==> src/inc/afe_spi_map.vh <==
// constants and field layout of the sensor front end serial command port
//
// Functional notes
// - three wires only: clock, data in, shared data-out/ready; select tied inside.
// - device samples input on falling clock edge, changes output on rising edge.
// - every byte, command or data, is shifted most significant bit first.
// - one command byte then 8 or 16 data bits, then wait for next command.
// - outside a transaction the output pin shows ready/busy: high busy, low done.
// - command bits 7..4 give the register address.
// - command bit 3 low means write, high means read.
// - command bit 2 high means two bytes: address then address plus one.
// - status byte shifted out during command: zeros, ready/busy in bit1, clip in bit0.
// - a zero followed by 23 ones on the input resets the whole device.
// - writing mode 0x2 to the control register at 0x0 starts one conversion.
// - writing mode 0x3 starts back-to-back conversions until mode changes.
// - result sits in two data registers from 0x1, read by two-byte read.
// - in continuous mode ready/busy falls when a corrected result is ready.
// - in continuous mode ready/busy rises once both result registers are read.
// - unread result: ready/busy rises at next raw conversion end, old result dropped.
// - after a drop ready/busy falls again after correction time; repeats each cycle.
// - single latency 1255, 640, 333, 180 us for ratios 512, 256, 128, 64.
// - input-swap mode skips the stored offset during offset correction.
// - corrected result beyond signed 16 bits sets clip flag and saturates; else clears.
`ifndef AFE_SPI_MAP_VH
`define AFE_SPI_MAP_VH

// ----------------------------------------------------------------------------
// command byte fields
// ----------------------------------------------------------------------------
`define AFE_CMD_ADDR_HI 7
`define AFE_CMD_ADDR_LO 4
`define AFE_CMD_RW 3
`define AFE_CMD_BC 2

// ----------------------------------------------------------------------------
// register map
// ----------------------------------------------------------------------------
`define AFE_ADDR_CTRL 4'h0
`define AFE_ADDR_SAMPLE0 4'h1
`define AFE_ADDR_SAMPLE1 4'h2
`define AFE_CTRL_SWAP 6
`define AFE_CTRL_RDY 5
`define AFE_CTRL_CLIP 4
`define AFE_CTRL_MODE_HI 3
`define AFE_CTRL_MODE_LO 0
`define AFE_MODE_RST 4'h0
`define AFE_MODE_SINGLE 4'h2
`define AFE_MODE_CONT 4'h3
`define AFE_BYTE_ZERO 8'h00

// ----------------------------------------------------------------------------
// framing
// ----------------------------------------------------------------------------
`define AFE_CMD_BITS 5'h08
`define AFE_LEN_ONE 5'h08
`define AFE_LEN_TWO 5'h10
`define AFE_RST_ONES 5'h17
`define AFE_OSR_512 2'h0
`define AFE_OSR_256 2'h1
`define AFE_OSR_128 2'h2
`define AFE_OSR_64 2'h3

// ----------------------------------------------------------------------------
// timing, in microseconds and clock rate in MHz
// ----------------------------------------------------------------------------
`define AFE_CLK_MHZ 16'h0019
`define AFE_LAT512_US 16'h04e7
`define AFE_LAT256_US 16'h0280
`define AFE_LAT128_US 16'h014d
`define AFE_LAT64_US 16'h00b4
`define AFE_CORR_US 16'h0014

// ----------------------------------------------------------------------------
// result range
// ----------------------------------------------------------------------------
`define AFE_RES_MAX 16'h7fff
`define AFE_RES_MIN 16'h8000
`define AFE_SCALE_SHIFT 3

`endif

==> src/logic/afe_spi_port.v <==
// serial command port of the sensor front end, slave side
`timescale 1ns/1ps
`default_nettype none
`include "afe_spi_map.vh"
module afe_spi_port #(
  parameter [15:0] LAT512_CYC = `AFE_LAT512_US * `AFE_CLK_MHZ,
  parameter [15:0] LAT256_CYC = `AFE_LAT256_US * `AFE_CLK_MHZ,
  parameter [15:0] LAT128_CYC = `AFE_LAT128_US * `AFE_CLK_MHZ,
  parameter [15:0] LAT64_CYC = `AFE_LAT64_US * `AFE_CLK_MHZ,
  parameter [15:0] CORR_CYC = `AFE_CORR_US * `AFE_CLK_MHZ
) (
  input wire CLK_SYS,
  input wire SRST,
  input wire CE,
  input wire SCK,
  input wire SDI,
  output reg SDO,
  input wire [1:0] OVERSAMPLING_RATIO,
  input wire [18:0] SAMPLE_RAW,
  input wire [18:0] OFFSET_VALUE
);

  // --------------------------------------------------------------------------
  // pin synchronisation and edge detection
  // --------------------------------------------------------------------------
  // no select line exists, framing comes from counting bits only
  wire [1:0] pin_s;
  wire sck_s;
  wire sdi_s;
  reg sck_d_r;
  wire sck_rise;
  wire sck_fall;
  reg soft_rst_r;
  wire rst_all;

  assign rst_all = SRST | soft_rst_r;

  afe_sync #(
    .W(2)
  ) u_sync (
    .clk(CLK_SYS),
    .ce(CE),
    .rst(SRST),
    .d({SCK, SDI}),
    .q(pin_s)
  );

  assign sck_s = pin_s[1];
  assign sdi_s = pin_s[0];

  always @(posedge CLK_SYS) begin
    if (SRST) begin
      sck_d_r <= 1'b0;
    end else if (CE) begin
      sck_d_r <= sck_s;
    end
  end

  // both pins pass the same two stages, so data stays aligned to the clock
  assign sck_rise = sck_s & ~sck_d_r;
  assign sck_fall = ~sck_s & sck_d_r;

  // --------------------------------------------------------------------------
  // in-band reset detection
  // --------------------------------------------------------------------------
  reg zero_seen_r;
  reg [4:0] ones_cnt_r;
  wire ones_last;

  assign ones_last = (ones_cnt_r == (`AFE_RST_ONES - 5'h01));

  always @(posedge CLK_SYS) begin
    if (rst_all) begin
      zero_seen_r <= 1'b0;
      ones_cnt_r <= 5'h00;
      soft_rst_r <= 1'b0;
    end else if (CE) begin
      soft_rst_r <= 1'b0;
      if (sck_fall) begin
        if (!sdi_s) begin
          zero_seen_r <= 1'b1;
          ones_cnt_r <= 5'h00;
        end else if (zero_seen_r) begin
          if (ones_last) begin
            soft_rst_r <= 1'b1;
          end
          ones_cnt_r <= ones_cnt_r + 5'h01;
        end
      end
    end
  end

  // --------------------------------------------------------------------------
  // transaction framing
  // --------------------------------------------------------------------------
  reg phase_data_r;
  reg active_r;
  reg [4:0] bit_cnt_r;
  reg [4:0] len_r;
  reg [15:0] rx_r;
  reg [15:0] tx_r;
  reg [7:0] cmd_r;
  reg tx_bit_r;
  wire [7:0] cmd_nxt;
  wire [15:0] rx_nxt;
  wire cmd_done;
  wire data_done;
  wire [3:0] cmd_addr;
  wire cmd_read;
  wire cmd_two;
  wire [3:0] cur_addr;
  wire cur_read;
  wire cur_two;

  assign rx_nxt = {rx_r[14:0], sdi_s};
  assign cmd_nxt = rx_nxt[7:0];
  assign cmd_done = sck_fall && !phase_data_r && (bit_cnt_r == (`AFE_CMD_BITS - 5'h01));
  assign data_done = sck_fall && phase_data_r && (bit_cnt_r == (len_r - 5'h01));

  assign cmd_addr = cmd_nxt[`AFE_CMD_ADDR_HI:`AFE_CMD_ADDR_LO];
  assign cmd_read = cmd_nxt[`AFE_CMD_RW];
  assign cmd_two = cmd_nxt[`AFE_CMD_BC];
  assign cur_addr = cmd_r[`AFE_CMD_ADDR_HI:`AFE_CMD_ADDR_LO];
  assign cur_read = cmd_r[`AFE_CMD_RW];
  assign cur_two = cmd_r[`AFE_CMD_BC];

  // --------------------------------------------------------------------------
  // registers
  // --------------------------------------------------------------------------
  reg [3:0] mode_r;
  reg swap_r;
  reg start_single_r;
  reg [7:0] sample_hi_r;
  reg [7:0] sample_lo_r;
  reg got_first_r;
  reg read_ack_r;
  wire busy;
  wire clip;
  wire conv_done;
  wire [15:0] result;
  wire [7:0] ctrl_val;
  wire [7:0] status_val;
  wire [3:0] addr_next;
  wire [7:0] wr_first;
  wire [7:0] wr_second;

  assign ctrl_val = {1'b0, swap_r, busy, clip, mode_r};
  // status byte during the command phase
  assign status_val = {6'h00, busy, clip};
  assign addr_next = cmd_addr + 4'h1;

  function [7:0] rd_byte;
    input [3:0] a;
    begin
      if (a == `AFE_ADDR_CTRL) begin
        rd_byte = ctrl_val;
      end else if (a == `AFE_ADDR_SAMPLE0) begin
        rd_byte = sample_hi_r;
      end else if (a == `AFE_ADDR_SAMPLE1) begin
        rd_byte = sample_lo_r;
      end else begin
        rd_byte = `AFE_BYTE_ZERO;
      end
    end
  endfunction

  // first data byte goes to the named address; the second byte, wr_second, is not written anywhere
  assign wr_first = cur_two ? rx_nxt[15:8] : rx_nxt[7:0];
  assign wr_second = rx_nxt[7:0];

  // --------------------------------------------------------------------------
  // shift engine
  // --------------------------------------------------------------------------
  always @(posedge CLK_SYS) begin
    if (rst_all) begin
      phase_data_r <= 1'b0;
      active_r <= 1'b0;
      bit_cnt_r <= 5'h00;
      len_r <= `AFE_LEN_ONE;
      rx_r <= 16'h0000;
      tx_r <= 16'h0000;
      cmd_r <= `AFE_BYTE_ZERO;
      tx_bit_r <= 1'b0;
    end else if (CE) begin
      if (sck_rise) begin
        // output moves on the rising edge only
        active_r <= 1'b1;
        tx_bit_r <= tx_r[15];
        tx_r <= {tx_r[14:0], 1'b0};
      end else if (!active_r && !phase_data_r) begin
        // keep the status current until the first clock of a command
        tx_r <= {status_val, `AFE_BYTE_ZERO};
      end
      if (sck_fall) begin
        rx_r <= rx_nxt;
        bit_cnt_r <= bit_cnt_r + 5'h01;
      end
      if (cmd_done) begin
        cmd_r <= cmd_nxt;
        phase_data_r <= 1'b1;
        bit_cnt_r <= 5'h00;
        len_r <= cmd_two ? `AFE_LEN_TWO : `AFE_LEN_ONE;
        if (cmd_read) begin
          tx_r <= {rd_byte(cmd_addr), cmd_two ? rd_byte(addr_next) : `AFE_BYTE_ZERO};
        end else begin
          tx_r <= 16'h0000;
        end
      end
      if (data_done) begin
        // back to waiting for a command byte
        phase_data_r <= 1'b0;
        active_r <= 1'b0;
        bit_cnt_r <= 5'h00;
      end
    end
  end

  // idle line carries ready/busy, a transfer carries the shifted bit
  always @(posedge CLK_SYS) begin
    if (rst_all) begin
      SDO <= 1'b0;
    end else if (CE) begin
      SDO <= active_r ? tx_bit_r : busy;
    end
  end

  // --------------------------------------------------------------------------
  // register writes and result capture
  // --------------------------------------------------------------------------
  always @(posedge CLK_SYS) begin
    if (rst_all) begin
      mode_r <= `AFE_MODE_RST;
      swap_r <= 1'b0;
      start_single_r <= 1'b0;
      sample_hi_r <= `AFE_BYTE_ZERO;
      sample_lo_r <= `AFE_BYTE_ZERO;
    end else if (CE) begin
      start_single_r <= 1'b0;
      if (data_done && !cur_read && (cur_addr == `AFE_ADDR_CTRL)) begin
        mode_r <= wr_first[`AFE_CTRL_MODE_HI:`AFE_CTRL_MODE_LO];
        swap_r <= wr_first[`AFE_CTRL_SWAP];
        if (wr_first[`AFE_CTRL_MODE_HI:`AFE_CTRL_MODE_LO] == `AFE_MODE_SINGLE) begin
          start_single_r <= 1'b1;
        end
      end
      if (conv_done) begin
        sample_hi_r <= result[15:8];
        sample_lo_r <= result[7:0];
      end
    end
  end

  // --------------------------------------------------------------------------
  // result read tracking
  // --------------------------------------------------------------------------
  // a two-byte read of 0x1 or 0x2, or single reads of 0x1 then 0x2, releases the result
  wire rd_first_now;
  wire rd_second_now;

  assign rd_first_now = data_done && cur_read && (cur_addr == `AFE_ADDR_SAMPLE0);
  assign rd_second_now = data_done && cur_read &&
                         ((cur_addr == `AFE_ADDR_SAMPLE1) ||
                          ((cur_addr == `AFE_ADDR_SAMPLE0) && cur_two));

  always @(posedge CLK_SYS) begin
    if (rst_all) begin
      got_first_r <= 1'b0;
      read_ack_r <= 1'b0;
    end else if (CE) begin
      read_ack_r <= 1'b0;
      if (conv_done) begin
        // a fresh result needs a fresh pair of reads
        got_first_r <= 1'b0;
      end else if (rd_second_now && (got_first_r || cur_two)) begin
        read_ack_r <= 1'b1;
        got_first_r <= 1'b0;
      end else if (rd_first_now) begin
        got_first_r <= 1'b1;
      end
    end
  end

  // --------------------------------------------------------------------------
  // conversion sequencer
  // --------------------------------------------------------------------------
  afe_conv_seq #(
    .LAT512_CYC(LAT512_CYC),
    .LAT256_CYC(LAT256_CYC),
    .LAT128_CYC(LAT128_CYC),
    .LAT64_CYC(LAT64_CYC),
    .CORR_CYC(CORR_CYC)
  ) u_conv (
    .clk(CLK_SYS),
    .ce(CE),
    .rst(rst_all),
    .start_single(start_single_r),
    .cont_en(mode_r == `AFE_MODE_CONT),
    .read_ack(read_ack_r),
    .oversampling_ratio(OVERSAMPLING_RATIO),
    .swap(swap_r),
    .sample_raw(SAMPLE_RAW),
    .offset(OFFSET_VALUE),
    .busy_r(busy),
    .result_r(result),
    .clip_r(clip),
    .done_r(conv_done)
  );

endmodule
`default_nettype wire

==> src/logic/afe_sync.v <==
// two-stage synchroniser for the serial pins
`timescale 1ns/1ps
`default_nettype none
module afe_sync #(
  parameter W = 2
) (
  input wire clk,
  input wire ce,
  input wire rst,
  input wire [W-1:0] d,
  output wire [W-1:0] q
);
  genvar i;
  generate
    for (i = 0; i < W; i = i + 1) begin : g_bit
      reg meta_r;
      reg sync_r;
      always @(posedge clk) begin
        if (rst) begin
          meta_r <= 1'b0;
          sync_r <= 1'b0;
        end else if (ce) begin
          meta_r <= d[i];
          sync_r <= meta_r;
        end
      end
      assign q[i] = sync_r;
    end
  endgenerate
endmodule
`default_nettype wire

==> src/logic/afe_conv_seq.v <==
// conversion sequencer: raw conversion, correction, ready/busy and clip
`timescale 1ns/1ps
`default_nettype none
`include "afe_spi_map.vh"
module afe_conv_seq #(
  parameter [15:0] LAT512_CYC = 16'h7a8f,
  parameter [15:0] LAT256_CYC = 16'h3e80,
  parameter [15:0] LAT128_CYC = 16'h2085,
  parameter [15:0] LAT64_CYC = 16'h1194,
  parameter [15:0] CORR_CYC = 16'h01f4
) (
  input wire clk,
  input wire ce,
  input wire rst,
  input wire start_single,
  input wire cont_en,
  input wire read_ack,
  input wire [1:0] oversampling_ratio,
  input wire swap,
  input wire [18:0] sample_raw,
  input wire [18:0] offset,
  output reg busy_r,
  output reg [15:0] result_r,
  output reg clip_r,
  output reg done_r
);
  localparam [1:0] ST_IDLE = 2'b00;
  localparam [1:0] ST_CONV = 2'b01;
  localparam [1:0] ST_CORR = 2'b10;

  reg [1:0] state_r;
  reg [15:0] cnt_r;
  reg pending_r;
  reg signed [19:0] diff_r;
  reg [15:0] lat_sel;
  wire [15:0] conv_len;
  wire signed [19:0] off_used;
  wire signed [19:0] diff_nxt;
  wire signed [16:0] scaled;

  always @* begin
    case (oversampling_ratio)
      `AFE_OSR_512: lat_sel = LAT512_CYC;
      `AFE_OSR_256: lat_sel = LAT256_CYC;
      `AFE_OSR_128: lat_sel = LAT128_CYC;
      default: lat_sel = LAT64_CYC;
    endcase
  end
  // latency covers raw conversion plus correction
  assign conv_len = lat_sel - CORR_CYC;

  // swapping inputs already cancels offset
  assign off_used = swap ? 20'sh00000 : {offset[18], offset};
  assign diff_nxt = {sample_raw[18], sample_raw} - off_used;
  assign scaled = diff_r[19:`AFE_SCALE_SHIFT];

  always @(posedge clk) begin
    if (rst) begin
      state_r <= ST_IDLE;
      cnt_r <= 16'h0000;
      pending_r <= 1'b0;
      busy_r <= 1'b0;
      result_r <= 16'h0000;
      clip_r <= 1'b0;
      done_r <= 1'b0;
      diff_r <= 20'sh00000;
    end else if (ce) begin
      done_r <= 1'b0;
      // reading both bytes re-arms the busy level
      if (read_ack && cont_en && pending_r) begin
        busy_r <= 1'b1;
        pending_r <= 1'b0;
      end
      case (state_r)
        ST_IDLE: begin
          if (start_single || cont_en) begin
            state_r <= ST_CONV;
            cnt_r <= conv_len - 16'h0001;
            busy_r <= 1'b1;
          end
        end
        ST_CONV: begin
          if (cnt_r == 16'h0000) begin
            diff_r <= diff_nxt;
            state_r <= ST_CORR;
            cnt_r <= CORR_CYC - 16'h0001;
            if (pending_r) begin
              busy_r <= 1'b1;
              pending_r <= 1'b0;
            end
          end else begin
            cnt_r <= cnt_r - 16'h0001;
          end
        end
        ST_CORR: begin
          if (cnt_r == 16'h0000) begin
            // saturate to the signed 16-bit limits
            if (scaled > $signed({1'b0, `AFE_RES_MAX})) begin
              result_r <= `AFE_RES_MAX;
              clip_r <= 1'b1;
            end else if (scaled < $signed({1'b1, `AFE_RES_MIN})) begin
              result_r <= `AFE_RES_MIN;
              clip_r <= 1'b1;
            end else begin
              result_r <= scaled[15:0];
              clip_r <= 1'b0;
            end
            busy_r <= 1'b0;
            done_r <= 1'b1;
            pending_r <= cont_en;
            if (cont_en) begin
              state_r <= ST_CONV;
              cnt_r <= conv_len - 16'h0001;
            end else begin
              state_r <= ST_IDLE;
            end
          end else begin
            cnt_r <= cnt_r - 16'h0001;
          end
        end
        default: state_r <= ST_IDLE;
      endcase
    end
  end
endmodule
`default_nettype wire

==> config.mk <==
export PLATFORM = sky130hd
export DESIGN_NAME = afe_spi_port
export DESIGN_NICKNAME = d
export VERILOG_FILES = /design/src/logic/afe_spi_port.v /design/src/logic/afe_sync.v /design/src/logic/afe_conv_seq.v
export VERILOG_INCLUDE_DIRS = /design/src /design/src/inc
export SDC_FILE = /design/constraint.sdc
export NUM_CORES = 1
export LEC_CHECK = 0
export BUFFER_PORTS_ARGS = -buffer_cell sky130_fd_sc_hd__buf_2
export CAP_MARGIN = 25
export CORE_ASPECT_RATIO = 0.8
export CORE_MARGIN = 1
export CORE_UTILIZATION = 53
export DETAILED_ROUTE_END_ITERATION = 10
export PLACE_DENSITY = 0.74
export RECOVER_POWER = 50
export SLEW_MARGIN = 15
export SYNTH_ARGS = -nofsm -noshare
export SYNTH_HDL_FRONTEND = slang
export SYNTH_SLANG_ARGS = --single-unit
export TNS_END_PERCENT = 1
==> constraint.sdc <==
create_clock -name CLK_SYS -period 2.2 [get_ports CLK_SYS]
set_input_delay 0.33 -clock CLK_SYS [delete_from_list [all_inputs] [get_ports CLK_SYS]]
set_output_delay 0.33 -clock CLK_SYS [all_outputs]
set_load 0.02 [all_outputs]
==> flow_metrics.py <==
metrics = {
    "logic_synthesis": {
        "post-synth-top-area-cell": "sky130_fd_sc_hd__dfxtp_1",
        "synth_sequential_area_ratio_pct": 35.5,
        "synth_nets": 1048,
        "synthDominantCellAreaShare_pct": 35.5,
        "synth.avg_cell_area_um2": 7.91,
        "mappedNetlistArea_um2": 7720,
        "postSynth.topFlopCell": "sky130_fd_sc_hd__dfxtp_1",
        "synth_top_cells_by_area": "sky130_fd_sc_hd__dfxtp_1 36%, sky130_fd_sc_hd__nand2_1 6.8%, sky130_fd_sc_hd__a21oi_1 6.7%, sky130_fd_sc_hd__nor2_1 5.3%, sky130_fd_sc_hd__ha_1 4.4%",
        "synthArstFlopShare_pct": 0,
        "synth_enable_flop_cells": 0,
        "ys_types": 84,
        "synth-warning-count": 0,
        "postSynthRegisterBits": 137,
        "gate_count_post_synth": 976,
    },
    "power": {
        "standby_leakage_power_nw": 3.50,
        "vdd_ir_drop_max_v": 0.000683,
        "design_power_total_mw": 5.93,
        "pwr_per_cell_area_nw_per_um2": 630,
    },
    "drt": {
        "post_drt_wl_per_cell_um": 15.8,
        "drt_drc_violations_left": 0,
        "totalWireLength_mm": 19.9,
        "drtIter0Drc": 506,
        "ant_nets": 0,
        "drt-pass1-iter-count": 5,
        "vias": 7475,
        "routed_via_density": 5.94,
    },
    "critical_path": {
        "ff2ff_path_depth": 9,
        "crit_arrival_ns": 2.67,
        "crit_path_start": "swap_r",
        "critical_path.max_fanout": 7,
        "crit_path_cell_count": 9,
        "critical_path_required_ns": 2.56,
        "worst_path_dominant_cell_family": "simple AND/OR/NAND/NOR gates",
        "timing.setup.critical_path_class": "register to register",
        "worst_r2r_endpoint": "u_conv.diff_r[17]",
        "reg2reg_setup_slack_ns": -0.12,
        "crit_path_capture": "u_conv.diff_r[17]",
        "worst_setup_path_start_kind": "register",
        "regToRegStartpoint": "swap_r",
        "crit_path_top_delay_cell": "sky130_fd_sc_hd__or4_1",
        "timing.critical_path.buf_inv": 1,
        "worstPathCellList": "buf_6 -> nand2b_4 -> ha_4 -> o21ai_2 -> nor3_2 -> and4b_2 -> o31a_1 -> or4_1 -> nand3_1",
        "critPathCaptureType": "register",
        "max_stage_delay_ns": 0.41,
    },
    "status": {
        "violated_checks": "setup timing",
        "run_status": "finished, violations left",
    },
    "sta": {
        "setup_slack_ns": -0.117,
        "max_freq_ghz": 0.432,
        "number_of_pins_exceeding_their_max_slew_limit_in_the_final_report": 0,
        "setup_violations": 5,
        "grt_setup_unrepaired": "true",
        "period_utilization_pct": 105,
        "report.final.hold_viol_count": 0,
        "tightest_slew_ns": 0.848,
        "skew_ns": 0.0131,
        "final.min_clock_period_ns": 2.32,
        "fin_worst_hold_slack_ns": 0.145,
        "tns_ns": -0.285,
        "relSlewSlack_pct": 43.5,
    },
    "clock_network": {
        "numClockSinks": 137,
        "hold_buffers": 0,
        "clock_insertion_delay_at_the_later_pin_of_the_skew_report_ns": 0.42,
        "cts.root.buffer_cell": "sky130_fd_sc_hd__clkbuf_16",
        "maximum_number_of_buffers_from_clock_root_to_sink": 2,
        "htreeDepth": 4,
        "tritoncts": "done",
        "clkSlewWorstSetupHoldPaths_ns": 0.06,
        "total_clock_buffers_created_by_cts": 17,
    },
    "min_path": {
        "hold_start": "SDI",
        "hold_crit_class": "primary input to register",
    },
    "global_route": {
        "first_global_vias": 7018,
        "first_pass_grt_wire_length_mm": 33.5,
        "grt_use_met2_pct": 43.5,
        "grt_antenna_before_repair": 0,
        "grt_overflow_total": 0,
        "gr-usage-met1_pct": 38.8,
        "grt_max_degree": 42,
        "grt_use_met3_pct": 4.70,
        "grt_util_all_layers_pct": 27.8,
        "top_usage_layer_grt": "met2",
    },
    "place": {
        "dp.final_hpwl_mm": 13.8,
        "place.port_buffers": 45,
        "gp_congestion": 0.927,
        "placed_cell_area_um2": 8630,
    },
    "finish": {
        "layout.area.seq_um2": 2750,
        "post_route_cells_drive_above_1_share_pct": 21.1,
        "antenna_cell_count": 0,
        "fin_nets": 1135,
        "area_growth_pct": 21.9,
        "fin_util_pct": 66.1,
        "filler_cell_count": 1236,
        "final_std_cell_area_no_fill_um2": 9410,
        "multi_input_area_um2": 4900,
    },
    "die": {
        "floorplan.die.height_um": 110,
        "io-pin-count": 46,
        "start_util_pct": 54.2,
        "width_of_the_die_um": 137,
        "core_rows": 39,
        "core_area_um2": 14200,
        "die-area_um2": 15100,
    },
    "job": {
        "drv.max_cap_violation_count": 0,
    },
}
stage by stage:
stage | setup slack (ns) | cells
floorplan | -0.0232 | 976
global placement | -0.0947 | 1225
detailed placement | -0.131 | 1225
CTS | -0.0813 | 1258
global route | -0.209 | 1259
finish | -0.117 | 1259
cell usage in the layout (no fill, tap or decap), drive strengths merged, types with 4 or more instances in the layout:
cell type	netlist	layout
nor3b	4	4
a22oi	7	7
nor2b	7	7
and2	5	5
clkbuf	38	27
and3	8	8
dfxtp	137	137
nor3	38	38
ha	27	27
nor2	109	109
o22ai	12	12
or3	5	5
mux2i	16	16
clkinv	0	7
buf	21	120
nand2b	20	20
a211oi	31	31
or4	5	5
nand3	28	28
inv	20	21
o31ai	6	6
o21ai	47	47
nand4	17	17
nand2	141	141
nor4	11	11
a21oi	103	103
a22o	8	8
xnor2	10	10
a21o	5	5
xor2	8	8
o2111ai	4	4
nand3b	9	9
a31oi	7	7
sequential cells by signal (all words and copies together), names as in the netlist, 5 cells and up:
| signal | flops |
|---|---|
| cmd_r | 6 |
| rx_r | 14 |
| sample_hi_r | 8 |
| ones_cnt_r | 5 |
| sample_lo_r | 8 |
| u_conv.cnt_r | 16 |
| bit_cnt_r | 5 |
| u_conv.result_r | 16 |
| tx_r | 16 |
| u_conv.diff_r | 17 |
routing by layer:
layer / vias to the layer above / wire length [µm]
met5: - / 0
met3: 35 / 923
met4: 0 / 309
li1: 3723 / -
met2: 182 / 9040
met1: 3535 / 9620
worst register-to-register path: cells and delay by family, from the launching register on:
family	cells	cell delay, ns
AOI/OAI and AO/OA	2	0.36
buffers and inverters	1	0.14
adders and majority gates	1	0.27
and+or+nand+nor	5	1.13
DFF	1	0.37
final cells by class:
class                           count  area share (%)
Timing Repair Buffer              127            9.36
Clock inverter                     11            1.30
Multi-Input combinational cell    760            52.0
Sequential cell                   137            29.2
Tap cell                          184            2.45
Clock buffer                       20            4.85
Inverter                           20           0.798
cells by family after synthesis:
kind of cell    synth area share, %
flops                          35.5
xor+xnor                       2.33
fa+ha+maj                      4.64
simple gates                   27.7
compound gates                 23.4
mux                            2.07
buf+inv                        4.36
Yosys cell counts (8+ instances only):
cell,n
sky130_fd_sc_hd__a211oi_1,25
sky130_fd_sc_hd__a21oi_1,103
sky130_fd_sc_hd__a22o_1,8
sky130_fd_sc_hd__buf_2,11
sky130_fd_sc_hd__clkbuf_1,38
sky130_fd_sc_hd__dfxtp_1,137
sky130_fd_sc_hd__ha_1,27
sky130_fd_sc_hd__inv_1,20
sky130_fd_sc_hd__mux2i_1,16
sky130_fd_sc_hd__nand2_1,140
sky130_fd_sc_hd__nand2b_1,20
sky130_fd_sc_hd__nand3_1,26
sky130_fd_sc_hd__nand3b_1,9
sky130_fd_sc_hd__nand4_1,16
sky130_fd_sc_hd__nor2_1,109
sky130_fd_sc_hd__nor3_1,27
sky130_fd_sc_hd__nor3_2,11
sky130_fd_sc_hd__o21ai_0,28
sky130_fd_sc_hd__o21ai_1,19
sky130_fd_sc_hd__o22ai_1,12
sky130_fd_sc_hd__xnor2_1,10
sky130_fd_sc_hd__xor2_1,8
worst min-delay path by stage:
stage / end / slack, ns / depth (start not counted)
2_1_floorplan: sck_d_r / 0.40 / 1
3_3_place_gp: rx_r[13] / 0.44 / 2
3_5_place_dp: rx_r[12] / 0.45 / 2
4_1_cts: u_sync.g_bit[0].meta_r / 0.14 / 3
5_1_grt: u_sync.g_bit[0].meta_r / 0.14 / 3
6_report: u_sync.g_bit[0].meta_r / 0.15 / 3
power by group:
part	total, mW	leakage [nW]	switching, mW	internal, mW
clock	2.79	0.286	1.07	1.72
combinational	0.615	2.11	0.334	0.281
sequential	2.52	1.11	0.0162	2.50
what timing repair did:
item,4_1_cts,5_1_grt
pin swaps,6,6
resized for setup,13,24
buffers inserted,2,1
endpoints found under the setup margin,11,36
No activity file was read; power rests on OpenSTA's default activity.
